$ cat src/hdl/lcdpfs_map.vh
`ifndef LCDPFS_MAP_VH
`define LCDPFS_MAP_VH
// Byte offsets of the word registers on the register bus.
`define LCDPFS_OFS_MASTER    4'h0
`define LCDPFS_OFS_COM_ROLE  4'h4
`define LCDPFS_OFS_SEG_LOW   4'h8
`define LCDPFS_OFS_SEG_MID   4'hC
`define LCDPFS_OFS_STATUS    5'h10
// Field positions.
`define LCDPFS_BIT_MASTER_EN 0
`define LCDPFS_BIT_CRYSTAL   1
`define LCDPFS_BIT_LINE5_EN  7
`define LCDPFS_BIT_LINE4_EN  6
`define LCDPFS_BIT_LINE0_EN  2
// Reset values.
`define LCDPFS_RST_REG       8'h00
`define LCDPFS_RST_MASTER    2'h0
`endif

$ cat src/hdl/lcdpfs_route.v
`timescale 1ns/10ps
`default_nettype none
module lcdpfs_route (
   // Selections
   input  wire        master_en_i,
   input  wire [5:0]  line_lcd_en_i,
   input  wire [5:0]  line_role_i,
   input  wire [15:0] seg_en_i,
   input  wire        crystal_sel_i,
   // Pin functions
   output wire [5:0]  line_common_o,
   output wire [5:0]  line_segment_o,
   output wire [15:0] seg_lcd_o
);
   wire [5:0] line_on;
   wire [1:0] osc_keep;

   assign line_on        = master_en_i ? line_lcd_en_i : 6'h00;
   assign line_common_o  = line_on & ~line_role_i;
   assign line_segment_o = line_on & line_role_i;
   // Crystal pins must never be driven by the LCD, so the crystal choice wins.
   assign osc_keep       = crystal_sel_i ? 2'h0 : 2'h3;
   assign seg_lcd_o      = master_en_i ? (seg_en_i & {6'h3F, osc_keep, 8'hFF}) : 16'h0000;
endmodule
`default_nettype wire

$ cat src/hdl/lcdpfs_top.v
// Added by the designer: the Wishbone slave port and the address map.
`timescale 1ns/10ps
`default_nettype none
`include "lcdpfs_map.vh"
module lcdpfs_top (
   // Clock and reset
   input  wire        clk_i,
   input  wire        rst_i,
   // Wishbone slave
   input  wire        cyc_i,
   input  wire        stb_i,
   input  wire        we_i,
   input  wire [7:0]  adr_i,
   input  wire [3:0]  sel_i,
   input  wire [31:0] dat_i,
   output reg  [31:0] dat_o,
   output wire        ack_o,
   // Lines 0 to 3 hand-off from the first control register
   input  wire [3:0]  line_low_lcd_en_i,
   // Pin functions
   output wire [5:0]  line_common_o,
   output wire [5:0]  line_segment_o,
   output wire [15:0] seg_lcd_o
);
   ////////////////////////////////////////////////////////////////////////////
   reg  [1:0]  master_reg;
   reg  [7:0]  com_role_reg;
   reg  [7:0]  seg_low_reg;
   reg  [7:0]  seg_mid_reg;
   reg         ack_reg;
   wire        req;
   wire        wr;

   assign req   = cyc_i & stb_i & ~ack_reg;
   assign wr    = req & we_i & sel_i[0];
   assign ack_o = ack_reg;

   function hit;
      input [7:0] a;
      input [7:0] ofs;
      begin
         hit = (a == ofs);
      end
   endfunction

   always @(posedge clk_i) begin
      if (rst_i) begin
         master_reg   <= `LCDPFS_RST_MASTER;
         com_role_reg <= `LCDPFS_RST_REG;
         seg_low_reg  <= `LCDPFS_RST_REG;
         seg_mid_reg  <= `LCDPFS_RST_REG;
         ack_reg      <= 1'b0;
         dat_o        <= 32'h00000000;
      end else begin
         ack_reg <= req;
         if (wr && hit(adr_i, {4'h0, `LCDPFS_OFS_MASTER})) begin
            master_reg <= dat_i[1:0];
         end else if (wr && hit(adr_i, {4'h0, `LCDPFS_OFS_COM_ROLE})) begin
            com_role_reg <= dat_i[7:0];
         end else if (wr && hit(adr_i, {4'h0, `LCDPFS_OFS_SEG_LOW})) begin
            seg_low_reg <= dat_i[7:0];
         end else if (wr && hit(adr_i, {4'h0, `LCDPFS_OFS_SEG_MID})) begin
            seg_mid_reg <= dat_i[7:0];
         end
         // Unmapped addresses still ack and read zero so the bus never hangs.
         if (hit(adr_i, {4'h0, `LCDPFS_OFS_MASTER})) begin
            dat_o <= {30'h00000000, master_reg};
         end else if (hit(adr_i, {4'h0, `LCDPFS_OFS_COM_ROLE})) begin
            dat_o <= {24'h000000, com_role_reg};
         end else if (hit(adr_i, {4'h0, `LCDPFS_OFS_SEG_LOW})) begin
            dat_o <= {24'h000000, seg_low_reg};
         end else if (hit(adr_i, {4'h0, `LCDPFS_OFS_SEG_MID})) begin
            dat_o <= {24'h000000, seg_mid_reg};
         end else if (hit(adr_i, {3'h0, `LCDPFS_OFS_STATUS})) begin
            dat_o <= {16'h0000, seg_lcd_o};
         end else begin
            dat_o <= 32'h00000000;
         end
      end
   end

   ////////////////////////////////////////////////////////////////////////////
   lcdpfs_route u_route (
      .master_en_i    (master_reg[`LCDPFS_BIT_MASTER_EN]),
      .line_lcd_en_i  ({com_role_reg[`LCDPFS_BIT_LINE5_EN], com_role_reg[`LCDPFS_BIT_LINE4_EN],
                        line_low_lcd_en_i}),
      .line_role_i    (com_role_reg[5:0]),
      .seg_en_i       ({seg_mid_reg, seg_low_reg}),
      .crystal_sel_i  (master_reg[`LCDPFS_BIT_CRYSTAL]),
      .line_common_o  (line_common_o),
      .line_segment_o (line_segment_o),
      .seg_lcd_o      (seg_lcd_o)
   );
endmodule
`default_nettype wire

$ cat config.mk
export PLATFORM = sky130hd
export DESIGN_NAME = lcdpfs_top
export DESIGN_NICKNAME = d
export VERILOG_FILES = /design/src/hdl/lcdpfs_route.v /design/src/hdl/lcdpfs_top.v
export VERILOG_INCLUDE_DIRS = /design/src /design/src/hdl
export SDC_FILE = /design/constraint.sdc
export NUM_CORES = 1
export LEC_CHECK = 0
export ABC_AREA = 1
export CORE_ASPECT_RATIO = 0.8
export CORE_MARGIN = 10
export CORE_UTILIZATION = 56
export CTS_CLUSTER_SIZE = 24
export DETAILED_ROUTE_END_ITERATION = 6
export DONT_BUFFER_PORTS = 1
export PLACE_DENSITY = 0.76
export SETUP_SLACK_MARGIN = 0.02
export SYNTH_ARGS = -nofsm -noshare
export SYNTH_HDL_FRONTEND = slang
export SYNTH_SLANG_ARGS = --single-unit
$ cat constraint.sdc
create_clock -name clk_i -period 1.8 [get_ports clk_i]
set_input_delay 0.09 -clock clk_i [delete_from_list [all_inputs] [get_ports clk_i]]
set_output_delay 0.09 -clock clk_i [all_outputs]
set_load 0.005 [all_outputs]
* Word-level counts from Yosys, hierarchy flattened
Cells that the tools add are included.
Widths: inputs -> output; s select.
** Storage, ports and cells
- Register bits after elaboration :: 59
- Bits of input ports :: 53
- Logic and storage cells :: 45
- Output and inout bits :: 61
** Cells by class
- Bitwise operators :: 13
- Reductions and logical operators :: 11
- Multiplexer cells :: 8
- Equality and inequality tests :: 4
** Operator list (number)
- $mux 8 :: 4
- $and 16x16->16 :: 1
- $eq 8x4->1 const B :: 2
- $mux 16 :: 1
- $and 6x6->6 :: 2
- $eq 8x3->1 const B :: 1
- $eq 8x5->1 const B :: 1
- $logic_not 8->1 :: 1
- $mux 6 :: 1
- $not 6->6 :: 1
- $reduce_or 6->1 :: 1
- $not 1->1 :: 5
- $reduce_or 5->1 :: 1
- $and 1x1->1 :: 4
- $logic_and 1x1->1 :: 4
- $mux 2 :: 2
- $reduce_and 4->1 :: 1
- $reduce_and 3->1 :: 1
- $reduce_and 2->1 :: 1
- $reduce_or 2->1 :: 1

* Logic depth before layout (Yosys ltp)
Gate-level depths: netlist of run 1.
- Depth in word-level cells :: 8
- Gate-level depth with buffers :: 10
- Depth with buffers taken out :: 9

* Hierarchy
A second synthesis of run 1 with hierarchy kept.
** Unflattened totals
- Cells, all modules :: 328
- Area total of the unflattened synthesis :: 2218.4 um^2
** Modules (own cells, without submodules)
- lcdpfs_top :: area each 1988.2 um^2, times used 1, cells each 268, sequential area each 860.8 um^2
- lcdpfs_route :: area each 230.2 um^2, times used 1, cells each 60, sequential area each 0.0 um^2

* Worst setup path after synthesis of run 1
No wires, ideal clock.
- Path kind :: register to register
- Start point :: register ack_reg (netlist: ack_o)
- End point :: register master_reg[0]
- Stages on the path, launching flop included :: 8
- Arrival time :: 1146 ps
- Path buffers :: 1
- Setup time :: 113 ps
- Path slack :: 541 ps
- Required time :: 1687 ps
- Cell sequence :: dfxtp_1 > nor2_2 > nand4_4 > buf_2 > inv_1 > nand2_1 > o21ai_1 > nor2_1
** Between the ends
- Longest elaborated chain between the ends :: 5
** Ends and longest elaborated chain
- from (decl) :: line lcdpfs_top.v:30 : reg ack_reg;
- from (signal assigned) :: line lcdpfs_top.v:55 : ack_reg <= req;
- $not 1->1 :: line lcdpfs_top.v:34 : assign req = cyc_i & stb_i & ~ack_reg;
- $and 1x1->1 :: line lcdpfs_top.v:34
- $and 1x1->1 (2 in series) :: line lcdpfs_top.v:35 : assign wr = req & we_i & sel_i[0];
- $logic_and 1x1->1 :: line lcdpfs_top.v:56 : if (wr && hit(adr_i, {4'h0, `LCDPFS_OFS_MASTER})) begin
- to (signal assigned) :: line lcdpfs_top.v:48 : master_reg <= `LCDPFS_RST_MASTER;
- to (signal assigned) :: line lcdpfs_top.v:57 : master_reg <= dat_i[1:0];
- to (decl) :: line lcdpfs_top.v:26 : reg [1:0] master_reg;
Every way passes these cells.
A chain may end at the register's enable or synchronous reset.

* Final worst setup path of run 1
- Start point :: register master_reg[0]
- End point :: output seg_lcd_o[9]
** Between the ends
- Longest elaborated chain between the ends :: 1
** Ends and longest elaborated chain
- $mux 16 :: line lcdpfs_route.v:23 : assign seg_lcd_o = master_en_i ? (seg_en_i & {6'h3F, osc_keep, 8'hFF}) : 16'h0000;
- to (decl) :: line lcdpfs_top.v:23 : output wire [15:0] seg_lcd_o
Every way passes these cells.

==> metrics.yaml, run 1 <==
placement:
  numPortBuffers: 0
  hpwl_mm: 4.12
  gp_congestion: 0.823
setup_path:
  crit_path_max_incr_delay_ns: 0.59
  cp_max_fo: 11
  worstReg2RegEnd: "seg_low_reg[2]$_SDFFE_PP0P_"
  r2r_cells: 5
  crit_slowest_cell: "dfxtp_1"
  crit_path_frequent_cell: "buf_4"
  worstSetupEndpointType: "primary output"
  path_class: "flop to primary output"
  cp-start-kind: "flop"
  r2r_slack_ns: 0.35
  timing.rr.start: "ack_o$_SDFF_PP0_"
  cp_cell_sequence: "buf_4 > inv_2 > nor3_1 > buf_4"
  worstPathRequired_ns: 1.71
  cp.arrival_ns: 1.52
global_routing:
  grt_antenna_before_repair: 0
  overflow: 0
  grt_pass1_vias: 1830
  grt_pass1_wl_mm: 8.85
  grtUsageTotal: 0.151
  grt_start_max_net_pins: 22
logic_synthesis:
  synth_largest_area_cell: "dfxtp_1"
  synth_edf_count: 0
  yosysWarnings: 0
  synthCells: 315
  synth_top_area_share: 0.389
  avgSynthCellArea_um2: 7.02
  synth_seq_cells: 43
  seq_area_frac_synth: 0.389
  synthTopCellsByArea: "dfxtp_1 39%, nor2_1 9.0%, inv_1 7.3%, nand2_1 7.0%, buf_4 5.8%"
  synth.distinct_cells: 26
  synthFlopType: "dfxtp_1"
  synth_common_cells: "53 x nor2_1, 43 x dfxtp_1, 43 x inv_1, 41 x nand2_1, 25 x o21ai_1"
  synthArstFlopShare: 0
  yosysMostFrequentCell: "nor2_1"
  syn_area_mm2: 0.00221
sta:
  hold_viol: 0
  fmax_mhz: 623
  slew_viol_final: 0
  min_period_ns: 1.61
  fin_tns_setup_ns: 0
  finalClockSkew_ns: 0.00935
  rsz0062_at_grt: "false"
  finalCritPeriodShare: 0.892
  setup_viol: 0
clock_tree:
  cts_max_level: 2
  post-cts-setup-buffers: 0
  clk_pin_slew_worst_paths_ns: 0.08
  clk_latency_ns: 0.29
  tritoncts: "yes"
  cts.sinks: 43
  cts_buffers: 5
  cts_hold_buf: 10
  cts_root_buffer: "clkbuf_8"
  ctsResizeCount: 0
  cts_buffer_depth: 2
final_layout:
  antenna_cells: 0
  drive_above_1_share: 0.117
  multiInputGateArea_mm2: 0.00103
  fin_nets: 379
  fill_cells: 375
  regArea_um2: 861
  area_growth_pct: 7.75
  regMostFlops: "dat_o"
  largest_register_ffs: 16
detailed_routing:
  drcViolationCount: 0
  final_antenna_net_count: 0
  drt-wirelength-per-cell_um: 13.9
  drt-initial-drc-count: 133
  wl_mm: 5.28
  avgViaCountPerCell: 4.90
  num_vias: 1867
  drtPass1Iterations: 4
floorplanning:
  die_h_um: 76.2
  die_x_um: 90.3
  ios: 114
  die_area_mm2: 0.00688
  rows: 20
  initial_utilization: 0.581
  core_mm2: 0.00380
pwr:
  p_leak_nw: 1.18
  power.density_mw_per_mm2: 698
  vdd_drop_max_v: 0.000429
  power_mw: 1.66
flow_run:
  drv_cap: 0
status:
  status: "complete, no violations"
min_path:
  hp-class: "input pin to flop"
  min_path_cells: 3
  whs_endpoint: "dat_o[2]$_SDFF_PP0_"
  worstHoldStart: "rst_i"
==> report_power, final <==
group / switching, mW / internal [mW] / total, mW
registers: 0.00111 / 0.952 / 0.953
clock network: 0.309 / 0.301 / 0.610
logic: 0.0662 / 0.0332 / 0.0994
total: 0.377 / 1.29 / 1.66
==> metal layers <==
layer | GRT usage | vias to the layer above | part of all wire
li1 | - | 972 | -
met1 | 0.197 | 789 | 0.46
met2 | 0.223 | 98 | 0.42
met3 | 0.0571 | 8 | 0.10
met4 | 0.0476 | 0 | 0.0097
met5 | 0 | - | 0
==> area by class of cell <==
type | count | share of cell area
clock buffers | 6 | 0.0347
multi-input cells | 210 | 0.432
repair buffers | 17 | 0.0641
clock inverters | 1 | 0.00210
flip-flops and latches | 43 | 0.361
inverters | 49 | 0.0772
well taps | 55 | 0.0289
==> placed cells by master (no fill, tap or decap), drive strengths merged <==
cell type and count:
nand3 20, clkbuf 6, clkinv 2, nand4 2
buf 7, nor2 61, a21oi 16, dfxtp 43
conb 16, inv 48, nand2 46, nor3 11
dlygate4sd3 10, o21ai 38
==> worst max-delay path, delay by kind of cell (launching register included) <==
kind	cells	cell delay, ns
buffers and inverters	3	0.43
flip-flops	1	0.59
AND/OR/NAND/NOR	1	0.20
==> cells by family (layout without fill, tap and decap cells) <==
kind of cell,after synthesis,count (layout),share of synthesized area
AND/OR/NAND/NOR,140,140,0.309
other,1,16,0.00170
AO/OA/AOI/OAI,54,54,0.129
buffers and inverters,77,73,0.171
flip-flops,43,43,0.389
==> how the worst max path moves through the flow <==
stage / startpoint / end / slack [ns] / cells past startpoint
3_5_place_dp: ack_o$_SDFF_PP0_ / seg_low_reg[2]$_SDFFE_PP0P_ / 0.38 / 5
3_3_place_gp: ack_o$_SDFF_PP0_ / seg_low_reg[4]$_SDFFE_PP0P_ / 0.43 / 5
5_1_grt: master_reg[0]$_SDFFE_PP0P_ / seg_lcd_o[9] / 0.08 / 4
4_1_cts: master_reg[0]$_SDFFE_PP0P_ / seg_lcd_o[9] / 0.20 / 4
6_report: master_reg[0]$_SDFFE_PP0P_ / seg_lcd_o[9] / 0.19 / 4
2_1_floorplan: ack_o$_SDFF_PP0_ / master_reg[0]$_SDFFE_PP0P_ / 0.54 / 7
==> metrics by stage <==
stage / hold slack, ns / std cells / setup slack, ns / util / cell area, um^2
CTS: 0.0431 / 381 / 0.198 / 0.626 / 2380
detailed placement: 0.167 / 364 / 0.377 / 0.577 / 2190
global placement: 0.163 / 364 / 0.432 / 0.577 / 2190
floorplan: 0.162 / 330 / 0.541 / - / 2270
finish: 0.0421 / 381 / 0.195 / 0.626 / 2380
global route: 0.0855 / 381 / 0.0799 / 0.626 / 2380
Power figures use the tool's default switching activity.
==> run 2: changes to the inputs <==
--- a/config.mk
+++ b/config.mk
@@ -13,7 +13,7 @@
 export CTS_CLUSTER_SIZE = 24
 export DETAILED_ROUTE_END_ITERATION = 6
 export DONT_BUFFER_PORTS = 1
-export PLACE_DENSITY = 0.76
+export PLACE_DENSITY = 0.81
 export SETUP_SLACK_MARGIN = 0.02
 export SYNTH_ARGS = -nofsm -noshare
 export SYNTH_HDL_FRONTEND = slang
==> run 2 against run 1 <==
  * Register-to-register slack barely moved
  * Non-clock buffer count stayed put
  * Final area down 0.10%
  * Final cell count rose by 0.26%
  * Largest cell class unchanged
  * Highest routed layer unchanged
==> metrics.yaml, run 2 (synthesis gave the netlist of run 1 again) <==
pwr:
  pwr-share-comb: 0.061  # about the same
  p_int_mw: 1.26  # -2.3%
  clkPwrFrac: 0.358  # -0.009
  power.switching_uw: 383  # +1.8%
  swShare: 0.234  # +0.00742
  power_mw: 1.64  # -1.4%
  p_leak_nw: 1.18  # -0.50%
  p_seq_frac: 0.581  # +0.008
  vdd_drop_max_v: 0.000427  # -0.58%
  power.density_mw_per_mm2: 689  # -1.3%
setup_path:
  path_depth: 4  # unchanged
  worstSetupEndpointType: "primary output"
  r2r_slack_ns: 0.36  # about the same
  cp_cell_sequence: "buf_4 > inv_2 > nor3_1 > buf_4"
  cp.arrival_ns: 1.44  # -0.08 ns
  timing.rr.start: "ack_o$_SDFF_PP0_"
  crit_family: "flip-flops"
  endpoint: "seg_lcd_o[8]"
  worstPathRequired_ns: 1.71  # about the same
  crit_path_frequent_cell: "buf_4"
  path_class: "flop to primary output"
  worst-path-buf-inv: 3  # unchanged
  crit_path_max_incr_delay_ns: 0.54  # -0.05 ns
  cp-start-kind: "flop"
  crit_slowest_cell: "dfxtp_1"
  r2r_cells: 5  # unchanged
  worstReg2RegEnd: "seg_low_reg[2]$_SDFFE_PP0P_"
  startpoint: "master_reg[0]$_SDFFE_PP0P_"
  cp_max_fo: 10  # -1
placement:
  gp_congestion: 0.827  # +0.46%
  hpwl_mm: 4.17  # +1.2%
  numPortBuffers: 0  # unchanged
sta:
  fin_tns_setup_ns: 0  # unchanged
  finalCritPeriodShare: 0.850  # -0.0414
  fmax_mhz: 653  # +4.9%
  finalClockSkew_ns: 0.00552  # -0.00384 ns
  min_period_ns: 1.53  # -0.0746 ns
  rsz0062_at_grt: "false"
  slew_viol_final: 0  # unchanged
  setup_viol: 0  # unchanged
  hold_viol: 0  # unchanged
clock_tree:
  tritoncts: "yes"
  clk_latency_ns: 0.29  # about the same
  clk_pin_slew_worst_paths_ns: 0.08  # about the same
  cts.sinks: 43  # unchanged
  cts_buffer_depth: 2  # unchanged
  cts_max_level: 2  # unchanged
  cts_buffers: 5  # unchanged
  cts_root_buffer: "clkbuf_8"
global_routing:
  grtUsageTotal: 0.152  # +0.00138
  grt_start_max_net_pins: 22  # unchanged
  grt_antenna_before_repair: 0  # unchanged
  overflow: 0  # unchanged
  grt_pass1_vias: 1852  # +1.2%
  grt_pass1_wl_mm: 8.98  # +1.5%
min_path:
  hp-class: "input pin to flop"
detailed_routing:
  final_antenna_net_count: 0  # unchanged
  avgViaCountPerCell: 4.93  # +0.65%
  drtPass1Iterations: 4  # unchanged
  drt-initial-drc-count: 176  # +32%
  drcViolationCount: 0  # unchanged
  drt-wirelength-per-cell_um: 13.9  # +0.44%
  wl_mm: 5.32  # +0.70%
  num_vias: 1884  # +0.91%
final_layout:
  regMostFlops: "dat_o"
  final_cell_mix: "53 x nor2_1, 43 x inv_1, 43 x dfxtp_1, 41 x nand2_1, 25 x o21ai_1"
  drive_above_1_share: 0.116  # -0.000356
  largest_register_ffs: 16  # unchanged
  fin_nets: 379  # unchanged
  antenna_cells: 0  # unchanged
  area_growth_pct: 7.64
  final_common_cell: "nor2_1"
floorplanning:
  die_h_um: 76.2  # unchanged
  initial_utilization: 0.581  # unchanged
  ios: 114  # unchanged
  rows: 20  # unchanged
  die_area_mm2: 0.00688  # unchanged
  die_x_um: 90.3  # unchanged
  core_mm2: 0.00380  # unchanged
status:
  status: "complete, no violations"
flow_run:
  drv_cap: 0  # unchanged
==> run 2: changes by cell type in the layout (fill, tap and decap cells not counted), sizes merged <==
cell      change
clkinvlp      +1
==> run 2: how the worst min path moves through the flow <==
stage               cells after the start                   to  startpoint  slack [ns]
floorplan                               1     ack_o$_SDFF_PP0_       rst_i        0.16
global placement                        1     ack_o$_SDFF_PP0_       rst_i        0.16
detailed placement                      1     ack_o$_SDFF_PP0_       rst_i        0.16
CTS                                     3  dat_o[5]$_SDFF_PP0_       rst_i        0.05
global route                            3  dat_o[4]$_SDFF_PP0_       rst_i        0.07
finish                                  3  dat_o[3]$_SDFF_PP0_       rst_i        0.05
==> run 2: metrics by stage <==
stage / instances / area (um^2) / util / setup WS [ns] / hold slack, ns
floorplan: 330 / 2270 / - / 0.541 / 0.162
global placement: 364 / 2190 / 0.577 / 0.430 / 0.163
detailed placement: 364 / 2190 / 0.577 / 0.373 / 0.164
CTS: 382 / 2380 / 0.626 / 0.249 / 0.0488
global route: 382 / 2380 / 0.626 / 0.0524 / 0.0739
finish: 382 / 2380 / 0.626 / 0.270 / 0.0512
==> run 2: metal layers <==
layer | global-route usage | wire [um] | vias up
li1 | - | - | 973
met1 | 0.191 | 2430 | 830
met2 | 0.246 | 2460 | 79
met3 | 0.0522 | 416 | 2
met4 | 0.0333 | 14 | 0
met5 | 0 | 0 | -
==> run 2: worst register-to-register path, delay by kind of cell (launching register included) <==
kind / cells / cell delay, ns
and+or+nand+nor: 3 / 0.80
DFF: 1 / 0.34
AOI/OAI and AO/OA: 2 / 0.23
==> run 2: area by class of cell <==
cell class | count | area [um^2]
fillers | 361 | 1420
multi-input cells | 210 | 1030
flip-flops and latches | 43 | 861
inverters | 49 | 184
repair buffers | 17 | 153
clock buffers | 6 | 72.6
well taps | 55 | 68.8
clock inverters | 2 | 12.5
==> run 2: timing repair <==
item	CTS	global route
resized for setup	0	0
hold endpoints to repair	27	0
buffers inserted	0	0
setup endpoints to repair	0	0
hold buffers	10	0
==> run 2: power groups by stage <==
stage | Combinational, mW | Clock, mW | Sequential (mW)
2_1_floorplan | 0.0889 | 0 | 0.975
3_3_place_gp | 0.0749 | 0 | 0.975
3_5_place_dp | 0.0761 | 0 | 0.975
4_1_cts | 0.0968 | 0.599 | 0.953
5_1_grt | 0.111 | 0.632 | 0.953
6_report | 0.0999 | 0.587 | 0.953
